File: config.mk
export PLATFORM = sky130hd
export DESIGN_NAME = asr_core
export DESIGN_NICKNAME = d
export VERILOG_FILES = /design/src/asr_pkg.sv /design/src/asr_core.sv
export SDC_FILE = /design/constraint.sdc
export NUM_CORES = 1
export LEC_CHECK = 0
export BUFFER_PORTS_ARGS = -buffer_cell sky130_fd_sc_hd__buf_4
export CAP_MARGIN = 25
export CORE_MARGIN = 4
export CORE_UTILIZATION = 55
export DETAILED_ROUTE_END_ITERATION = 10
export PLACE_DENSITY = 0.87
export SLEW_MARGIN = 25
export SYNTH_ARGS = -nofsm -noshare
export SYNTH_HDL_FRONTEND = slang
export SYNTH_SLANG_ARGS = --single-unit
File: constraint.sdc
create_clock -name pclk -period 8.4 [get_ports pclk]
set_input_delay 2.1 -clock pclk [delete_from_list [all_inputs] [get_ports pclk]]
set_output_delay 2.1 -clock pclk [all_outputs]
set_load 0.01 [all_outputs]
File: src/asr_pkg.sv
// Package and arithmetic unit for the subtract / rotate / set execution datapath.
// Assumes a single clock domain; the arithmetic unit is purely combinational.
// Behaviour
// - Literal-subtract: literal minus working register into working register, five flags updated.
// - File-subtract: file register minus working register, two's complement, five flags updated.
// - Destination bit 0 writes working register, 1 writes back to file register; set-register always writes the file register.
// - Access bit 0 uses access bank; 1 uses bank-select register.
// - Subtract carry means no borrow; negative is sign, zero is zero result.
// - Each instruction runs decode, read, process, write in one four-phase cycle.
// - Rotate right without carry: bit 0 wraps into bit 7; negative and zero updated.
`default_nettype none

package asr_pkg;

   // APB register map (byte addresses)
   localparam logic [11:0] OFS_WORKING = 12'h000;
   localparam logic [11:0] OFS_BANK    = 12'h004;
   localparam logic [11:0] OFS_STATUS  = 12'h008;
   localparam logic [11:0] OFS_INFO    = 12'h00C;

   // Status bit positions
   localparam int FLAG_C  = 0;
   localparam int FLAG_DC = 1;
   localparam int FLAG_Z  = 2;
   localparam int FLAG_OV = 3;
   localparam int FLAG_N  = 4;

   // Flag update masks
   localparam logic [4:0] MASK_SUB  = 5'h1F;
   localparam logic [4:0] MASK_NZ   = 5'h14;
   localparam logic [4:0] MASK_NONE = 5'h00;

   // Reset values
   localparam logic [7:0] RST_WORKING = 8'h00;
   localparam logic [3:0] RST_BANK    = 4'h0;
   localparam logic [4:0] RST_STATUS  = 5'h00;

   // Access bank: low half maps to bank 0, high half to bank 15
   localparam logic [3:0] ACCESS_LO_BANK = 4'h0;
   localparam logic [3:0] ACCESS_HI_BANK = 4'hF;
   localparam logic [7:0] ALL_ONES       = 8'hFF;

   // Instruction field positions
   localparam int BIT_DEST   = 9;
   localparam int BIT_ACCESS = 8;

   typedef enum logic [2:0] {
      OP_NONE                 = 3'h0,
      OP_SUB_W_FROM_LITERAL   = 3'h1,
      OP_SUB_W_FROM_FILE      = 3'h2,
      OP_ROTATE_RIGHT_NOCARRY = 3'h3,
      OP_SET_FILE_ALL_ONES    = 3'h4
   } asr_op_t;

   typedef enum logic [2:0] {
      ST_IDLE = 3'b000,
      ST_DEC  = 3'b001,
      ST_RD   = 3'b011,
      ST_PROC = 3'b010,
      ST_WR   = 3'b110
   } asr_state_t;

   function automatic asr_op_t asr_decode(input logic [15:0] iw);
      asr_op_t op;
      op = OP_NONE;
      if (iw[15:8] == 8'h08) begin
         op = OP_SUB_W_FROM_LITERAL;
      end else if (iw[15:10] == 6'b010111) begin
         op = OP_SUB_W_FROM_FILE;
      end else if (iw[15:10] == 6'b010000) begin
         op = OP_ROTATE_RIGHT_NOCARRY;
      end else if (iw[15:9] == 7'b0110100) begin
         op = OP_SET_FILE_ALL_ONES;
      end
      return op;
   endfunction

   // File-register ops read data memory and write it unless the result goes to working register; literal ops do neither
   function automatic logic asr_is_file(input asr_op_t op);
      return (op == OP_SUB_W_FROM_FILE) || (op == OP_ROTATE_RIGHT_NOCARRY) || (op == OP_SET_FILE_ALL_ONES);
   endfunction

endpackage

module asr_alu (
   // Operation select
   input  wire asr_pkg::asr_op_t op,
   // Operands: a is file data or literal, b is working register
   input  wire logic [7:0]       opa,
   input  wire logic [7:0]       opb,
   // Result and flags
   output logic [7:0]            res,
   output logic [4:0]            flags,
   output logic [4:0]            mask
);
   import asr_pkg::*;

   logic [8:0] diff;
   logic [4:0] nib;

   always_comb begin
      // two's complement subtract
      // Subtraction as a + ~b + 1, so carry out is the no-borrow bit
      diff  = {1'b0, opa} + {1'b0, ~opb} + 9'h001;
      nib   = {1'b0, opa[3:0]} + {1'b0, ~opb[3:0]} + 5'h01;
      res   = opa;
      flags = 5'h00;
      mask  = MASK_NONE;
      unique case (op)
         OP_SUB_W_FROM_LITERAL, OP_SUB_W_FROM_FILE: begin
            res            = diff[7:0];
            mask           = MASK_SUB;
            flags[FLAG_C]  = diff[8];
            flags[FLAG_DC] = nib[4];
            flags[FLAG_OV] = (opa[7] != opb[7]) && (diff[7] != opa[7]);
         end
         OP_ROTATE_RIGHT_NOCARRY: begin
            // wrap bit 0 into bit 7
            res  = {opa[0], opa[7:1]};
            mask = MASK_NZ;
         end
         OP_SET_FILE_ALL_ONES: begin
            res = ALL_ONES;
         end
         OP_NONE: begin
            res = opa;
         end
      endcase
      flags[FLAG_Z] = (res == 8'h00);
      flags[FLAG_N] = res[7];
   end

endmodule

`default_nettype wire

File: src/asr_core.sv
// Execution datapath for literal-subtract, file-subtract, rotate-right and set-register.
// Assumes the data memory returns read data one clock after mem_rd_en and writes on mem_wr_en.
`default_nettype none

module asr_core (
   // APB slave
   input  wire logic        pclk,
   input  wire logic        presetn,
   input  wire logic        psel,
   input  wire logic        penable,
   input  wire logic        pwrite,
   input  wire logic [11:0] paddr,
   input  wire logic [31:0] pwdata,
   output logic      [31:0] prdata,
   output logic             pready,
   output logic             pslverr,
   // Instruction from decoder
   input  wire logic        instr_valid,
   input  wire logic [15:0] instr_word,
   output logic             instr_ready,
   // Banked data memory
   output logic      [11:0] mem_addr,
   output logic             mem_rd_en,
   output logic             mem_wr_en,
   output logic      [7:0]  mem_wdata,
   input  wire logic [7:0]  mem_rdata
);
   import asr_pkg::*;

   asr_state_t  st_q,      st_d;
   logic [15:0] instr_q,   instr_d;
   logic [11:0] addr_q,    addr_d;
   logic [7:0]  result_q,  result_d;
   logic [4:0]  aflags_q,  aflags_d;
   logic [7:0]  working_q, working_d;
   logic [3:0]  bank_q,    bank_d;
   logic [4:0]  status_q,  status_d;
   logic [31:0] prdata_q,  prdata_d;

   asr_op_t     op;
   logic        file_op;
   logic        to_working;
   logic [7:0]  alu_a;
   logic [7:0]  alu_res;
   logic [4:0]  alu_flags;
   logic [4:0]  alu_mask;
   logic        apb_wr;
   logic        apb_setup;
   logic        mapped;

   assign op         = asr_decode(instr_q);
   assign file_op    = asr_is_file(op);
   // destination bit selects working register when clear
   assign to_working = (op == OP_SUB_W_FROM_LITERAL) ||
                       ((op == OP_SUB_W_FROM_FILE || op == OP_ROTATE_RIGHT_NOCARRY) && !instr_q[BIT_DEST]);
   assign alu_a      = (op == OP_SUB_W_FROM_LITERAL) ? instr_q[7:0] : mem_rdata;

   asr_alu u_alu (
      .op    (op),
      .opa   (alu_a),
      .opb   (working_q),
      .res   (alu_res),
      .flags (alu_flags),
      .mask  (alu_mask)
   );

   assign apb_wr    = psel && penable && pwrite;
   assign apb_setup = psel && !penable;
   assign mapped    = (paddr == OFS_WORKING) || (paddr == OFS_BANK) ||
                      (paddr == OFS_STATUS)  || (paddr == OFS_INFO);

   assign pready      = psel && penable;
   assign pslverr     = pready && !mapped;
   assign prdata      = prdata_q;
   assign instr_ready = (st_q == ST_IDLE) || (st_q == ST_WR);
   assign mem_addr    = addr_q;
   assign mem_wdata   = result_q;
   assign mem_rd_en   = (st_q == ST_RD) && file_op;
   // write back to file register when destination bit set, and always for set-register
   assign mem_wr_en   = (st_q == ST_WR) && file_op && !to_working;

   always_comb begin
      st_d      = st_q;
      instr_d   = instr_q;
      addr_d    = addr_q;
      result_d  = result_q;
      aflags_d  = aflags_q;
      working_d = working_q;
      bank_d    = bank_q;
      status_d  = status_q;
      prdata_d  = prdata_q;

      // Read data captured in setup so the access phase answers from a flop
      if (apb_setup) begin
         prdata_d = 32'h0000_0000;
         unique case (paddr)
            OFS_WORKING: prdata_d[7:0] = working_q;
            OFS_BANK:    prdata_d[3:0] = bank_q;
            OFS_STATUS:  prdata_d[4:0] = status_q;
            OFS_INFO:    prdata_d[3:0] = {op, st_q != ST_IDLE};
            default:     prdata_d      = 32'h0000_0000;
         endcase
      end
      // Software writes first, so a same-cycle datapath write wins
      if (apb_wr) begin
         unique case (paddr)
            OFS_WORKING: working_d = pwdata[7:0];
            OFS_BANK:    bank_d    = pwdata[3:0];
            OFS_STATUS:  status_d  = pwdata[4:0];
            default:     working_d = working_q;
         endcase
      end

      unique case (st_q)
         ST_IDLE: begin
            if (instr_valid) begin
               instr_d = instr_word;
               st_d    = ST_DEC;
            end
         end
         ST_DEC: begin
            if (instr_q[BIT_ACCESS]) begin
               addr_d = {bank_q, instr_q[7:0]};
            end else begin
               addr_d = {instr_q[7] ? ACCESS_HI_BANK : ACCESS_LO_BANK, instr_q[7:0]};
            end
            st_d = ST_RD;
         end
         ST_RD: begin
            st_d = ST_PROC;
         end
         ST_PROC: begin
            result_d = alu_res;
            aflags_d = alu_flags;
            st_d     = ST_WR;
         end
         ST_WR: begin
            // result into working register when to_working, and flags updated under alu_mask
            if (to_working) begin
               working_d = result_q;
            end
            status_d = (status_d & ~alu_mask) | (aflags_q & alu_mask);
            if (instr_valid) begin
               instr_d = instr_word;
               st_d    = ST_DEC;
            end else begin
               st_d = ST_IDLE;
            end
         end
         default: begin
            st_d = ST_IDLE;
         end
      endcase
   end

   always_ff @(posedge pclk or negedge presetn) begin
      if (!presetn) begin
         st_q      <= ST_IDLE;
         instr_q   <= 16'h0000;
         addr_q    <= 12'h000;
         result_q  <= 8'h00;
         aflags_q  <= 5'h00;
         working_q <= RST_WORKING;
         bank_q    <= RST_BANK;
         status_q  <= RST_STATUS;
         prdata_q  <= 32'h0000_0000;
      end else begin
         st_q      <= st_d;
         instr_q   <= instr_d;
         addr_q    <= addr_d;
         result_q  <= result_d;
         aflags_q  <= aflags_d;
         working_q <= working_d;
         bank_q    <= bank_d;
         status_q  <= status_d;
         prdata_q  <= prdata_d;
      end
   end

   lit_sub_result_a: assert property (
      @(posedge pclk) disable iff (!presetn)
      (st_q == ST_PROC && op == OP_SUB_W_FROM_LITERAL) |-> ##2
      working_q == 8'($past(instr_q[7:0], 2) - $past(working_q, 2)))
      else $error("literal subtract result wrong");

   file_sub_result_a: assert property (
      @(posedge pclk) disable iff (!presetn)
      (st_q == ST_PROC && op == OP_SUB_W_FROM_FILE) |-> ##1
      (mem_wr_en || to_working) && result_q == 8'($past(mem_rdata) - $past(working_q)))
      else $error("file subtract result wrong");

   dest_select_a: assert property (
      @(posedge pclk) disable iff (!presetn)
      (st_q == ST_WR && (op == OP_SUB_W_FROM_FILE || op == OP_ROTATE_RIGHT_NOCARRY)) |->
      (mem_wr_en == instr_q[BIT_DEST]))
      else $error("destination select wrong");

   bank_select_a: assert property (
      @(posedge pclk) disable iff (!presetn)
      (st_q == ST_RD && file_op) |-> mem_rd_en && mem_addr[7:0] == instr_q[7:0] &&
      mem_addr[11:8] == (instr_q[BIT_ACCESS] ? bank_q : {4{instr_q[7]}}))
      else $error("bank selection wrong");

   sub_flags_a: assert property (
      @(posedge pclk) disable iff (!presetn)
      (st_q == ST_PROC && op == OP_SUB_W_FROM_FILE && !apb_wr) |-> ##2
      status_q[FLAG_C] == ($past(mem_rdata, 2) >= $past(working_q, 2)) &&
      status_q[FLAG_N] == $past(result_q) >> 7 && status_q[FLAG_Z] == ($past(result_q) == 8'h00))
      else $error("subtract flags wrong");

   four_phase_a: assert property (
      @(posedge pclk) disable iff (!presetn)
      (instr_valid && instr_ready) |=> st_q == ST_DEC ##1 st_q == ST_RD ##1 st_q == ST_PROC ##1 st_q == ST_WR)
      else $error("phase sequence wrong");

   rotate_right_a: assert property (
      @(posedge pclk) disable iff (!presetn)
      (st_q == ST_PROC && op == OP_ROTATE_RIGHT_NOCARRY) |=>
      result_q == {$past(mem_rdata[0]), $past(mem_rdata[7:1])} && aflags_q[FLAG_N] == $past(mem_rdata[0]))
      else $error("rotate result wrong");

   set_ones_a: assert property (
      @(posedge pclk) disable iff (!presetn)
      (st_q == ST_WR && op == OP_SET_FILE_ALL_ONES && !apb_wr) |-> mem_wr_en && mem_wdata == ALL_ONES ##1
      status_q == $past(status_q))
      else $error("set register wrong");

endmodule

`default_nettype wire

==> results of run 1 <==
[power by group]
group / internal [uW] / switching, uW
logic: 298 / 300
clock network: 176 / 128
registers: 451 / 130
total: 926 / 558
[sequential cells by signal (all words and copies together) (netlist names), 4 cells and up]
signal,flops
instr_q,16
mem_addr,12
mem_wdata,8
prdata,8
working_q,8
status_q,5
aflags_q,4
bank_q,4
[layer usage]
layer,wire (microns),global-route usage,vias up,part of all wire
li1,-,-,1498,-
met5,0,0,-,0
met4,163,0.0684,0,0.017
met3,718,0.0563,17,0.074
met2,4820,0.400,141,0.50
met1,4000,0.284,1550,0.41
[cell type report]
cell class / instances / area (sq um) / area share
Clock inverter: 5 / 83.8 / 0.0175
Timing Repair Buffer: 82 / 616 / 0.128
Sequential cell: 68 / 1700 / 0.355
Clock buffer: 11 / 141 / 0.0295
Inverter: 18 / 67.6 / 0.0141
Multi-Input combinational cell: 287 / 2060 / 0.430
Tap cell: 96 / 120 / 0.0251
[Yosys cell counts, drive strengths merged, types with 4 or more instances]
cell / count
o21ai: 19
a22o: 5
nor4: 5
mux4: 4
ha: 9
buf: 29
nor3: 7
mux2: 30
mux2i: 21
a21oi: 22
inv: 17
dfrtp: 68
nand2: 40
o31ai: 7
or3: 4
clkbuf: 11
and2: 4
nor2: 24
[worst max-delay path, cell delays in order]
cell	delay [ps]
sky130_fd_sc_hd__buf_4	110
sky130_fd_sc_hd__nor4_1	270
sky130_fd_sc_hd__nand3_1	320
sky130_fd_sc_hd__and2_1	270
sky130_fd_sc_hd__buf_4	140
[worst max-delay path by stage]
stage	end	slack, ps	cells past startpoint
final	pslverr	3100	5
after global placement	pslverr	3150	5
after global routing	pslverr	2950	5
after floorplan	pslverr	3480	3
after CTS	pslverr	3070	5
after detailed placement	pslverr	3080	5
[kinds of logic after synthesis]
family          share of synthesized area
compound gates                      0.129
xor+xnor                           0.0132
fa+ha+maj                          0.0333
buf+inv                            0.0811
flops                               0.428
mux                                 0.163
other cells                      0.000942
simple gates                        0.151
[stage by stage]
stage | setup WS (ps) | instances | total power, uW | utilization
after CTS | 3070 | 567 | 1480 | 0.693
after global placement | 3150 | 551 | 1140 | 0.659
final | 3100 | 567 | 1480 | 0.694
after global routing | 2950 | 567 | 1580 | 0.694
after detailed placement | 3080 | 551 | 1170 | 0.660
after floorplan | 3480 | 413 | 965 | -
==> impl_summary.log, run 1 <==
[metrics] initial antenna violation count: 0
[metrics] worst hold slack: 481 ps
[metrics] total global routing overflow: 0
[metrics] top_reg_cell synth: sky130_fd_sc_hd__dfrtp_1
[metrics] cell chosen for the clock root: sky130_fd_sc_hd__clkbuf_8
[metrics] Pre-antenna DRT Iters: 4
[metrics] Filler cells: 543
[metrics] clock network latency to the later pin of the worst-skew pair: 340 ps
[metrics] Critical Setup Path Class: input port to primary output
[metrics] max-cap check violation count: 0
[metrics] Layout Cell Area excl Fill: 4790 sq um
[metrics] top cells by area, synth: sky130_fd_sc_hd__dfrtp_1 43%, sky130_fd_sc_hd__mux2_2 8.5%, sky130_fd_sc_hd__mux2i_1 5.0%, sky130_fd_sc_hd__buf_4 4.7%, sky130_fd_sc_hd__nand2_1 3.8%
[metrics] cell area after placement: 4560 sq um
[metrics] required time of the critical path: 6300 ps
[metrics] input/output buffers: 82
[metrics] antenna violation net count after detailed routing: 0
[metrics] beginning of the worst register-to-register path: instr_q[10]$_DFFE_PN0P_
[metrics] commonest cells after routing, fill and taps aside: 82 x sky130_fd_sc_hd__buf_4, 68 x sky130_fd_sc_hd__dfrtp_1, 40 x sky130_fd_sc_hd__nand2_1, 30 x sky130_fd_sc_hd__mux2_2
[metrics] DRC errors left: 0
[metrics] fraction of layout instances using a drive strength above 1: 0.310
[metrics] nets: 550
[metrics] hold crit path type: register to register
[metrics] Clock Pin Slew Worst Setup and Hold Paths: 80 ps
[metrics] count of inserted antenna diode cells: 0
[metrics] CTS HTree Levels: 3
[metrics] share of the synthesized area in the top cell type: 0.428
[metrics] Initial Utilization: 0.576
[metrics] Total Neg Setup Slack: 0 ps
[metrics] num ports: 131
[metrics] IR Drop Worst-Case VDD: 0.000220 V
[metrics] overall die width: 93.1 microns
[metrics] RSZ-0062 raised after global routing: no
[metrics] Hold Path Depth: 2
[metrics] number of hold buffers added after CTS: 0
[metrics] wire length of the first global-routing pass: 15.6 mm
[metrics] DRC violation total after the first TritonRoute iteration: 165
[metrics] async set-or-reset flop fraction in the synthesized netlist: 1.00
[metrics] synth-to-layout area growth: 20.4%
[metrics] Max Buffers Root-to-Sink: 2
[metrics] crit path DAT: 3200 ps
[metrics] Final period util: 0.631
[metrics] number of unique standard cell types used by synthesis: 63
[metrics] start point of the critical path: paddr[7]
[metrics] overall routing resource usage: 0.230
[metrics] Final Hold Fails: 0
[metrics] total power divided by cell area: 310 nW/um^2
[metrics] worst reg2reg path depth: 12
[metrics] DP HPWL: 7.41 mm
[metrics] sum of routed wire length over all layers: 9.70 mm
[metrics] CORE AREA: 6910 sq um
[metrics] Post-Syn Area: 3980 sq um
[metrics] warnings from Yosys: 0
[metrics] number of gates given a new drive strength after cts: 0
[metrics] Critical Path Sink Type: primary output
[metrics] Hold Crit Start: prdata[4]$_DFFE_PN0P_
[metrics] worst-case headroom to the max-slew limit: 0.433
[metrics] die outline area: 8660 sq um
[metrics] flop and latch count out of synthesis: 68
[metrics] share of synthesized area occupied by flip-flops and latches: 0.428
[metrics] vias in the first global route: 3,234
[metrics] cell count after synthesis: 390
[metrics] # setup viols final: 0
[metrics] Static Leak: 0.00223 uW
[metrics] RD Place Congestion: 0.912
[metrics] via density per instance: 5.65
[metrics] f_max: 189 MHz
[metrics] leading cell type in the layout, fill and taps excluded: sky130_fd_sc_hd__buf_4
[metrics] maximum net fanout on the critical path: 7
[metrics] Num CTS Buffers: 9
[metrics] vertical die dimension: 93.1 microns
[metrics] sort of element at the start of the critical path: input port
[metrics] Routed wire per std cell: 17.1 microns
[metrics] clock skew: 7.82 ps
[metrics] slew of the pin with the lowest slew margin: 843 ps
[metrics] number of cell rows: 30
[metrics] clock sink total: 68
[metrics] Synth area leader: sky130_fd_sc_hd__dfrtp_1
[metrics] total count of max-transition violations in the final report: 0
[metrics] # Post-CTS Setup Buffers: 0
[metrics] hold path endpoint: prdata[4]$_DFFE_PN0P_
[metrics] run status: complete, no violations
[metrics] final critical path time including I/O delays and setup: 5300 ps
[metrics] EDFF count, synth: 0
[metrics] pin count of the biggest net entering global routing: 69
[metrics] slack of the worst reg-to-reg path: 4520 ps
[metrics] terminus of the critical flop-to-flop path: aflags_q[2]$_DFFE_PN0P_
[metrics] TritonCTS clock tree: built
[metrics] number of vias after detailed routing: 3,206
[metrics] Post-Syn Area per Cell: 10.2 sq um
(Power assumes the default switching activity.)
==> run 2: changes to the inputs <==
Settings changed: CORE_UTILIZATION 55 to 46, PLACE_DENSITY 0.87 to 0.78.
Clock period 8.4 ns to 4.2 ns, I/O delays scaled along.
==> impl_summary.log, run 2 (synthesis gave the netlist of run 1 again) <==
[metrics] portion of total power attributed to sequential cells: 0.404 (+0.012)
[metrics] most used cell, CP: sky130_fd_sc_hd__a21oi_1
[metrics] IR Drop Worst-Case VDD: 0.000319 V (+45%)
[metrics] leading cell type in the layout, fill and taps excluded: sky130_fd_sc_hd__buf_4
[metrics] Critical Path Sink Type: register
[metrics] Critical Setup Path Class: register to register
[metrics] Final period util: 0.935
[metrics] commonest cells after routing, fill and taps aside: 85 x sky130_fd_sc_hd__buf_4, 68 x sky130_fd_sc_hd__dfrtp_1, 40 x sky130_fd_sc_hd__nand2_1, 30 x sky130_fd_sc_hd__mux2_2
[metrics] die outline area: 10,200 sq um (+18%)
[metrics] crit path DAT: 4160 ps (+960 ps)
[metrics] number of cell rows: 33 (+10%)
[metrics] DP HPWL: 7.42 mm (+0.26%)
[metrics] count of inserted antenna diode cells: 0 (unchanged)
[metrics] total global routing overflow: 0 (unchanged)
[metrics] Routed wire per std cell: 16.2 microns (-5.3%)
[metrics] # Post-CTS Setup Buffers: 0 (unchanged)
[metrics] required time of the critical path: 4430 ps (-1870 ps)
[metrics] via density per instance: 5.41 (-4.4%)
[metrics] sum of routed wire length over all layers: 9.33 mm (-3.8%)
[metrics] Layout Cell Area excl Fill: 4770 sq um (-0.47%)
[metrics] worst reg2reg path depth: 12 (unchanged)
[metrics] clock sink total: 68 (unchanged)
[metrics] net switching power figure: 1080 uW (+93%)
[metrics] DRC violation total after the first TritonRoute iteration: 157 (-4.8%)
[metrics] cell chosen for the clock root: sky130_fd_sc_hd__clkbuf_8
[metrics] internal power: 1780 uW (+93%)
[metrics] run status: complete, no violations
[metrics] antenna violation net count after detailed routing: 0 (unchanged)
[metrics] worst-case headroom to the max-slew limit: 0.423 (-0.00928)
[metrics] input/output buffers: 82 (unchanged)
[metrics] vias in the first global route: 3,028 (-6.4%)
[metrics] RSZ-0062 raised after global routing: no
[metrics] cell with the largest stage delay on the worst path: sky130_fd_sc_hd__or4b_1
[metrics] total power divided by cell area: 599 nW/um^2 (+94%)
[metrics] Num CTS Buffers: 9 (unchanged)
[metrics] CP peak stage delay: 660 ps (+340 ps)
[metrics] CORE AREA: 8300 sq um (+20%)
[metrics] critical path cell sequence: or4b_1, nor3_2, mux2i_1, ha_1, inv_1, fa_1, a21o_1, a21oi_1, o31a_1, xnor2_1, a21oi_1, mux2_2
[metrics] Total Neg Setup Slack: 0 ps (unchanged)
[metrics] pin count of the biggest net entering global routing: 69 (unchanged)
[metrics] f_max: 255 MHz
[metrics] Static Leak: 0.00223 uW (about the same)
[metrics] hold crit path type: register to register
[metrics] flip-flop count of the largest register after layout: 16 (unchanged)
[metrics] overall die width: 101 microns (+8.5%)
[metrics] clock network latency to the later pin of the worst-skew pair: 340 ps (about the same)
[metrics] vertical die dimension: 101 microns (+8.5%)
[metrics] synth-to-layout area growth: 19.8%
[metrics] max-cap check violation count: 0 (unchanged)
[metrics] RD Place Congestion: 0.932 (+2.1%)
[metrics] total count of max-transition violations in the final report: 0 (unchanged)
[metrics] maximum net fanout on the critical path: 6 (-1)
[metrics] register with the most flip-flops: instr_q
[metrics] Initial Utilization: 0.480 (-0.0967)
[metrics] Clock Pin Slew Worst Setup and Hold Paths: 70 ps (about the same)
[metrics] Pre-antenna DRT Iters: 4 (unchanged)
[metrics] clock skew: 12.2 ps (+4.34 ps)
[metrics] CTS HTree Levels: 3 (unchanged)
[metrics] TritonCTS clock tree: built
[metrics] sort of element at the start of the critical path: register
[metrics] slew of the pin with the lowest slew margin: 857 ps (+13.8 ps)
[metrics] Comb power frac: 0.417 (+0.014)
[metrics] # setup viols final: 0 (unchanged)
[metrics] overall routing resource usage: 0.187 (-0.0429)
[metrics] Final Hold Fails: 0 (unchanged)
[metrics] nets: 553 (+0.55%)
[metrics] number of gates given a new drive strength after cts: 0 (unchanged)
[metrics] fraction of layout instances using a drive strength above 1: 0.312 (+0.00212)
[metrics] DRC errors left: 0 (unchanged)
[metrics] Filler cells: 739 (+36%)
[metrics] initial antenna violation count: 0 (unchanged)
[metrics] final critical path time including I/O delays and setup: 3930 ps
[metrics] Hold Path Depth: 2 (unchanged)
[metrics] fraction of power consumed by the clock network: 0.179 (-0.026)
[metrics] number of hold buffers added after CTS: 0 (unchanged)
[metrics] Max Buffers Root-to-Sink: 2 (unchanged)
[metrics] num ports: 131 (unchanged)
[metrics] number of vias after detailed routing: 3,114 (-2.9%)
[metrics] net switching fraction of the power: 0.376 (about the same)
[metrics] wire length of the first global-routing pass: 14.9 mm (-4.3%)
[metrics] cell area after placement: 4590 sq um (+0.69%)
## run 2: cell count changes in the layout (fill, tap and decap cells not counted)
cell                         before  now
sky130_fd_sc_hd__buf_4           82   85
sky130_fd_sc_hd__clkinvlp_4       2    0
sky130_fd_sc_hd__bufinv_16        2    1
sky130_fd_sc_hd__nor4_4           1    0
sky130_fd_sc_hd__clkbuf_1         1    0
sky130_fd_sc_hd__clkinv_2         0    2
sky130_fd_sc_hd__inv_6            1    0
sky130_fd_sc_hd__nor4_2           0    1
## run 2: power by group through the flow
| stage | clock network [uW] | logic [uW] | registers [uW] |
|---|---|---|---|
| 3_5_place_dp | 0 | 1200 | 1170 |
| 2_1_floorplan | 0 | 825 | 1100 |
| 4_1_cts | 516 | 1200 | 1150 |
| 3_3_place_gp | 0 | 1170 | 1150 |
| 5_1_grt | 548 | 1330 | 1200 |
| 6_report | 513 | 1190 | 1150 |
## run 2: final cells by class
cell class	instances	area, sq um	share of cell area
multi-input cells	287	2050	0.430
well taps	105	131	0.0275
flip-flops and latches	68	1700	0.357
repair buffers	85	638	0.134
clock inverters	3	40.0	0.00839
inverters	18	67.6	0.0142
clock buffers	10	138	0.0289
## run 2: path summary, 6_finish.rpt
kind | slack (ps) | end | startpoint
min in group asynchronous | 810 | working_q[7]$_DFF_PN0_ | presetn
setup reg to reg | 270 | mem_wdata[6]$_DFFE_PN0P_ | instr_q[10]$_DFFE_PN0P_
setup / recovery | 270 | mem_wdata[6]$_DFFE_PN0P_ | instr_q[10]$_DFFE_PN0P_
max in group asynchronous | 2840 | instr_q[14]$_DFFE_PN0P_ | presetn
hold / removal | 480 | prdata[4]$_DFFE_PN0P_ | prdata[4]$_DFFE_PN0P_
hold reg to reg | 480 | prdata[4]$_DFFE_PN0P_ | prdata[4]$_DFFE_PN0P_
## run 2: metrics by stage
step / util / total power, uW / instances / setup slack [ps] / hold WS (ps)
5_1_grt: 0.575 / 3070 / 576 / 76.6 / 504
3_3_place_gp: 0.553 / 2310 / 563 / 352 / 463
3_5_place_dp: 0.553 / 2360 / 563 / 308 / 467
4_1_cts: 0.575 / 2870 / 576 / 292 / 483
6_report: 0.575 / 2860 / 576 / 272 / 478
2_1_floorplan: - / 1930 / 413 / 727 / 444
## run 2: worst max-delay path, delay by kind of cell, from the launching register on
family | cells | cell delay, ps
muxes | 2 | 670
adders and majority gates | 2 | 650
xor gates and xnor gates | 1 | 130
and+or+nand+nor | 2 | 1030
buffers and inverters | 1 | 60
DFF | 1 | 430
AOI/OAI and AO/OA | 4 | 850
## run 2: routing by layer
metal  wire length (microns)  GRT usage  vias up  part of all wire
met5                       0          0        -                 0
met2                    4490      0.314      114              0.48
met4                     114     0.0521        0             0.012
li1                        -          -     1507                 -
met1                    4020      0.244     1478              0.43
met3                     706     0.0415       15             0.076
==> run 3: changes to the inputs <==
Settings changed: CORE_UTILIZATION 46 to 47, SYNTH_HIERARCHICAL set to 1.
==> impl_summary.log, run 3 <==
[metrics] num ports: 131 (unchanged)
[metrics] RD Place Congestion: 0.872 (-6.4%)
[metrics] DRC errors left: 0 (unchanged)
[metrics] Pre-antenna DRT Iters: 4 (unchanged)
[metrics] Routed wire per std cell: 16.2 microns (+0.18%)
[metrics] # Post-CTS Setup Buffers: 0 (unchanged)
[metrics] TritonCTS clock tree: built
[metrics] internal power: 1900 uW (+6.8%)
[metrics] IR Drop Worst-Case VDD: 0.000304 V (-4.4%)
[metrics] pin count of the biggest net entering global routing: 70 (+1.4%)
[metrics] cell with the largest stage delay on the worst path: sky130_fd_sc_hd__and4b_1
[metrics] gate family responsible for the most delay along the worst path: compound AO/OA/AOI/OAI gates
[metrics] cell chosen for the clock root: sky130_fd_sc_hd__clkbuf_8
[metrics] Initial Utilization: 0.483 (+0.00321)
[metrics] Comb power frac: 0.432 (+0.015)
[metrics] Post-Syn Area: 4210 sq um (+5.8%)
[metrics] overall routing resource usage: 0.189 (+0.00174)
[metrics] top_reg_cell synth: sky130_fd_sc_hd__dfrtp_1
[metrics] critical path cell sequence: nor3_1, and4b_1, mux2_2, ha_1, o21ai_1, a21oi_1, o41ai_2, xor2_1, o211ai_1, nor4_2, mux2_2
[metrics] Filler cells: 753 (+1.9%)
[metrics] most used cell, CP: sky130_fd_sc_hd__mux2_2
[metrics] worst path setup slack after routing: 444 ps (+172 ps)
[metrics] net switching fraction of the power: 0.374 (-0.00211)
[metrics] # setup viols final: 0 (unchanged)
[metrics] number of unique standard cell types used by synthesis: 61 (-3.2%)
[metrics] CORE AREA: 8720 sq um (+5.1%)
[metrics] number of gates given a new drive strength after cts: 0 (unchanged)
[metrics] leading cell type in the layout, fill and taps excluded: sky130_fd_sc_hd__buf_4
[metrics] fraction of layout instances using a drive strength above 1: 0.374 (+0.0624)
[metrics] number of vias after detailed routing: 3,185 (+2.3%)
[metrics] DRC violation total after the first TritonRoute iteration: 177 (+13%)
[metrics] overall die width: 103 microns (+1.6%)
[metrics] cell area after placement: 4780 sq um (+4.1%)
[metrics] vertical die dimension: 103 microns (+1.6%)
[metrics] CP peak stage delay: 550 ps (-110 ps)
[metrics] cell count after synthesis: 401 (+2.8%)
[metrics] via density per instance: 5.44 (+0.53%)
[metrics] Static Leak: 0.00234 uW (+4.7%)
[metrics] DP HPWL: 7.21 mm (-2.9%)
[metrics] flip-flop count of the largest register after layout: 16 (unchanged)
[metrics] minimum setup slack after placement: 514 ps (+206 ps)
[metrics] CTS HTree Levels: 3 (unchanged)
[metrics] wire length of the first global-routing pass: 15.4 mm (+3.1%)
[metrics] total global routing overflow: 0 (unchanged)
[metrics] Max Buffers Root-to-Sink: 2 (unchanged)
[metrics] total count of max-transition violations in the final report: 0 (unchanged)
[metrics] commonest cells after routing, fill and taps aside: 85 x sky130_fd_sc_hd__buf_4, 69 x sky130_fd_sc_hd__dfrtp_1, 65 x sky130_fd_sc_hd__mux2_2, 33 x sky130_fd_sc_hd__nor2_1, 25 x sky130_fd_sc_hd__nand2_1
[metrics] Post-Syn Area per Cell: 10.5 sq um (+2.9%)
[metrics] required time of the critical path: 4450 ps (+20 ps)
[metrics] warnings from Yosys: 6 (+6)
[metrics] hold crit path type: register to register
[metrics] worst-case headroom to the max-slew limit: 0.305 (-0.118)
[metrics] Clock Pin Slew Worst Setup and Hold Paths: 80 ps (about the same)
[metrics] RSZ-0062 raised after global routing: no
[metrics] slew of the pin with the lowest slew margin: 1040 ps (+181 ps)
[metrics] Layout Cell Area excl Fill: 4970 sq um (+4.2%)
[metrics] Synth area leader: sky130_fd_sc_hd__dfrtp_1
[metrics] count of inserted antenna diode cells: 0 (unchanged)
[metrics] synth-to-layout area growth: 18.1%
[metrics] vias in the first global route: 3,112 (+2.8%)
[metrics] Final period util: 0.894 (-0.0409)
[metrics] share of the synthesized area in the top cell type: 0.410 (-0.0174)
[metrics] flop and latch count out of synthesis: 69 (+1.5%)
[metrics] EDFF count, synth: 0 (unchanged)
[metrics] antenna violation net count after detailed routing: 0 (unchanged)
[metrics] die outline area: 10,500 sq um (+3.3%)
[metrics] net switching power figure: 1140 uW (+5.8%)
[metrics] Critical Path Sink Type: register
[metrics] max-cap check violation count: 0 (unchanged)
[metrics] clock sink total: 69 (+1.5%)
[metrics] sort of element at the start of the critical path: register
[metrics] Critical Setup Path Class: register to register
[metrics] f_max: 266 MHz (+4.6%)
[metrics] clock skew: 12.5 ps (+0.358 ps)
[metrics] initial antenna violation count: 0 (unchanged)
[metrics] final critical path time including I/O delays and setup: 3760 ps (-172 ps)
[metrics] number of cell rows: 34 (+3.0%)
[metrics] input/output buffers: 82 (unchanged)
[metrics] portion of total power attributed to sequential cells: 0.387 (-0.017)
[metrics] nets: 557 (+0.72%)
[metrics] sum of routed wire length over all layers: 9.51 mm (+1.9%)
[metrics] maximum net fanout on the critical path: 9 (+3)
[metrics] Num CTS Buffers: 9 (unchanged)
[metrics] number of hold buffers added after CTS: 0 (unchanged)
[metrics] crit path DAT: 4000 ps (-160 ps)
[metrics] async set-or-reset flop fraction in the synthesized netlist: 1.00 (unchanged)
[metrics] top-count cell post-synth: sky130_fd_sc_hd__dfrtp_1
[metrics] WP buf/inv: 0 (-1)
[metrics] top cells by area, synth: sky130_fd_sc_hd__dfrtp_1 41%, sky130_fd_sc_hd__mux2_2 17%, sky130_fd_sc_hd__buf_4 5.0%, sky130_fd_sc_hd__nor2_1 2.9%, sky130_fd_sc_hd__ha_1 2.7%
[metrics] Final Hold Fails: 0 (unchanged)
[metrics] Total Neg Setup Slack: 0 ps (unchanged)
[metrics] most used standard cells in the synthesized netlist: 69 x sky130_fd_sc_hd__dfrtp_1, 65 x sky130_fd_sc_hd__mux2_2, 33 x sky130_fd_sc_hd__nor2_1
[metrics] share of synthesized area occupied by flip-flops and latches: 0.410 (-0.0174)
[metrics] register with the most flip-flops: instr_q
[metrics] run status: complete, no violations
[metrics] fraction of power consumed by the clock network: 0.180 (about the same)
[metrics] total power divided by cell area: 612 nW/um^2 (+2.1%)
[metrics] clock network latency to the later pin of the worst-skew pair: 360 ps (+20 ps)
-- run 3: worst reg2reg max path: stages (launching register included) --
cell and delay (ps):
sky130_fd_sc_hd__dfrtp_1 480, sky130_fd_sc_hd__nor3_1 260, sky130_fd_sc_hd__and4b_1 550, sky130_fd_sc_hd__mux2_2 440, sky130_fd_sc_hd__ha_1 350, sky130_fd_sc_hd__o21ai_1 150
sky130_fd_sc_hd__a21oi_1 90, sky130_fd_sc_hd__o41ai_2 480, sky130_fd_sc_hd__xor2_1 140, sky130_fd_sc_hd__o211ai_1 340, sky130_fd_sc_hd__nor4_2 100, sky130_fd_sc_hd__mux2_2 280
-- run 3: worst paths after layout --
path	start	end	slack [ps]	cells past startpoint
hold reg to reg	prdata[0]$_DFFE_PN0P_	prdata[0]$_DFFE_PN0P_	490	2
setup reg to reg	instr_q[8]$_DFFE_PN0P_	aflags_q[2]$_DFFE_PN0N_	440	11
hold / removal	prdata[0]$_DFFE_PN0P_	prdata[0]$_DFFE_PN0P_	490	2
setup / recovery	instr_q[8]$_DFFE_PN0P_	aflags_q[2]$_DFFE_PN0N_	440	11
max in group asynchronous	presetn	bank_q[3]$_DFFE_PN0P_	2830	1
min in group asynchronous	presetn	working_q[6]$_DFF_PN0_	810	1
-- run 3: final cells by class --
type                       instances  area, sq um  share of cell area
clock buffer                      11          131              0.0264
clock inverter                     5         60.1              0.0121
inverter                          13         48.8             0.00982
multi-input combinational        295         2230               0.449
sequential                        69         1730               0.347
tap                              108          135              0.0272
timing repair buffer              85          638               0.128
-- run 3: kinds of logic (layout without fill, tap and decap cells) --
logic type	Yosys count	in the layout	synth area share
AOI/OAI and AO/OA	66	66	0.111
xor gates and xnor gates	6	6	0.0125
adders and majority gates	10	10	0.0315
buffers and inverters	60	114	0.0835
DFF	69	69	0.410
muxes	76	76	0.203
other	1	24	0.000891
and+or+nand+nor	113	113	0.148
-- run 3: per-layer routing --
layer	global-route usage	vias up	routed length, microns	part of all wire
met5	0	-	0	0
met4	0.0676	0	179	0.019
met3	0.0440	17	775	0.081
met2	0.328	112	4720	0.50
met1	0.230	1540	3840	0.40
li1	-	1516	-	-
-- run 3: power by group through the flow --
stage,Clock (uW),Combinational (uW),Sequential [uW]
final,549,1320,1180
after floorplan,0,960,1130
after detailed placement,0,1310,1190
after global routing,588,1450,1220
after CTS,557,1320,1180
after global placement,0,1270,1170
-- run 3: metrics by stage --
stage	util	cells	total power (uW)	hold slack [ps]
final	0.570	586	3040	489
after floorplan	-	424	2090	481
after detailed placement	0.548	570	2500	467
after global placement	0.547	570	2440	460
after CTS	0.570	586	3060	484
after global routing	0.570	586	3260	534
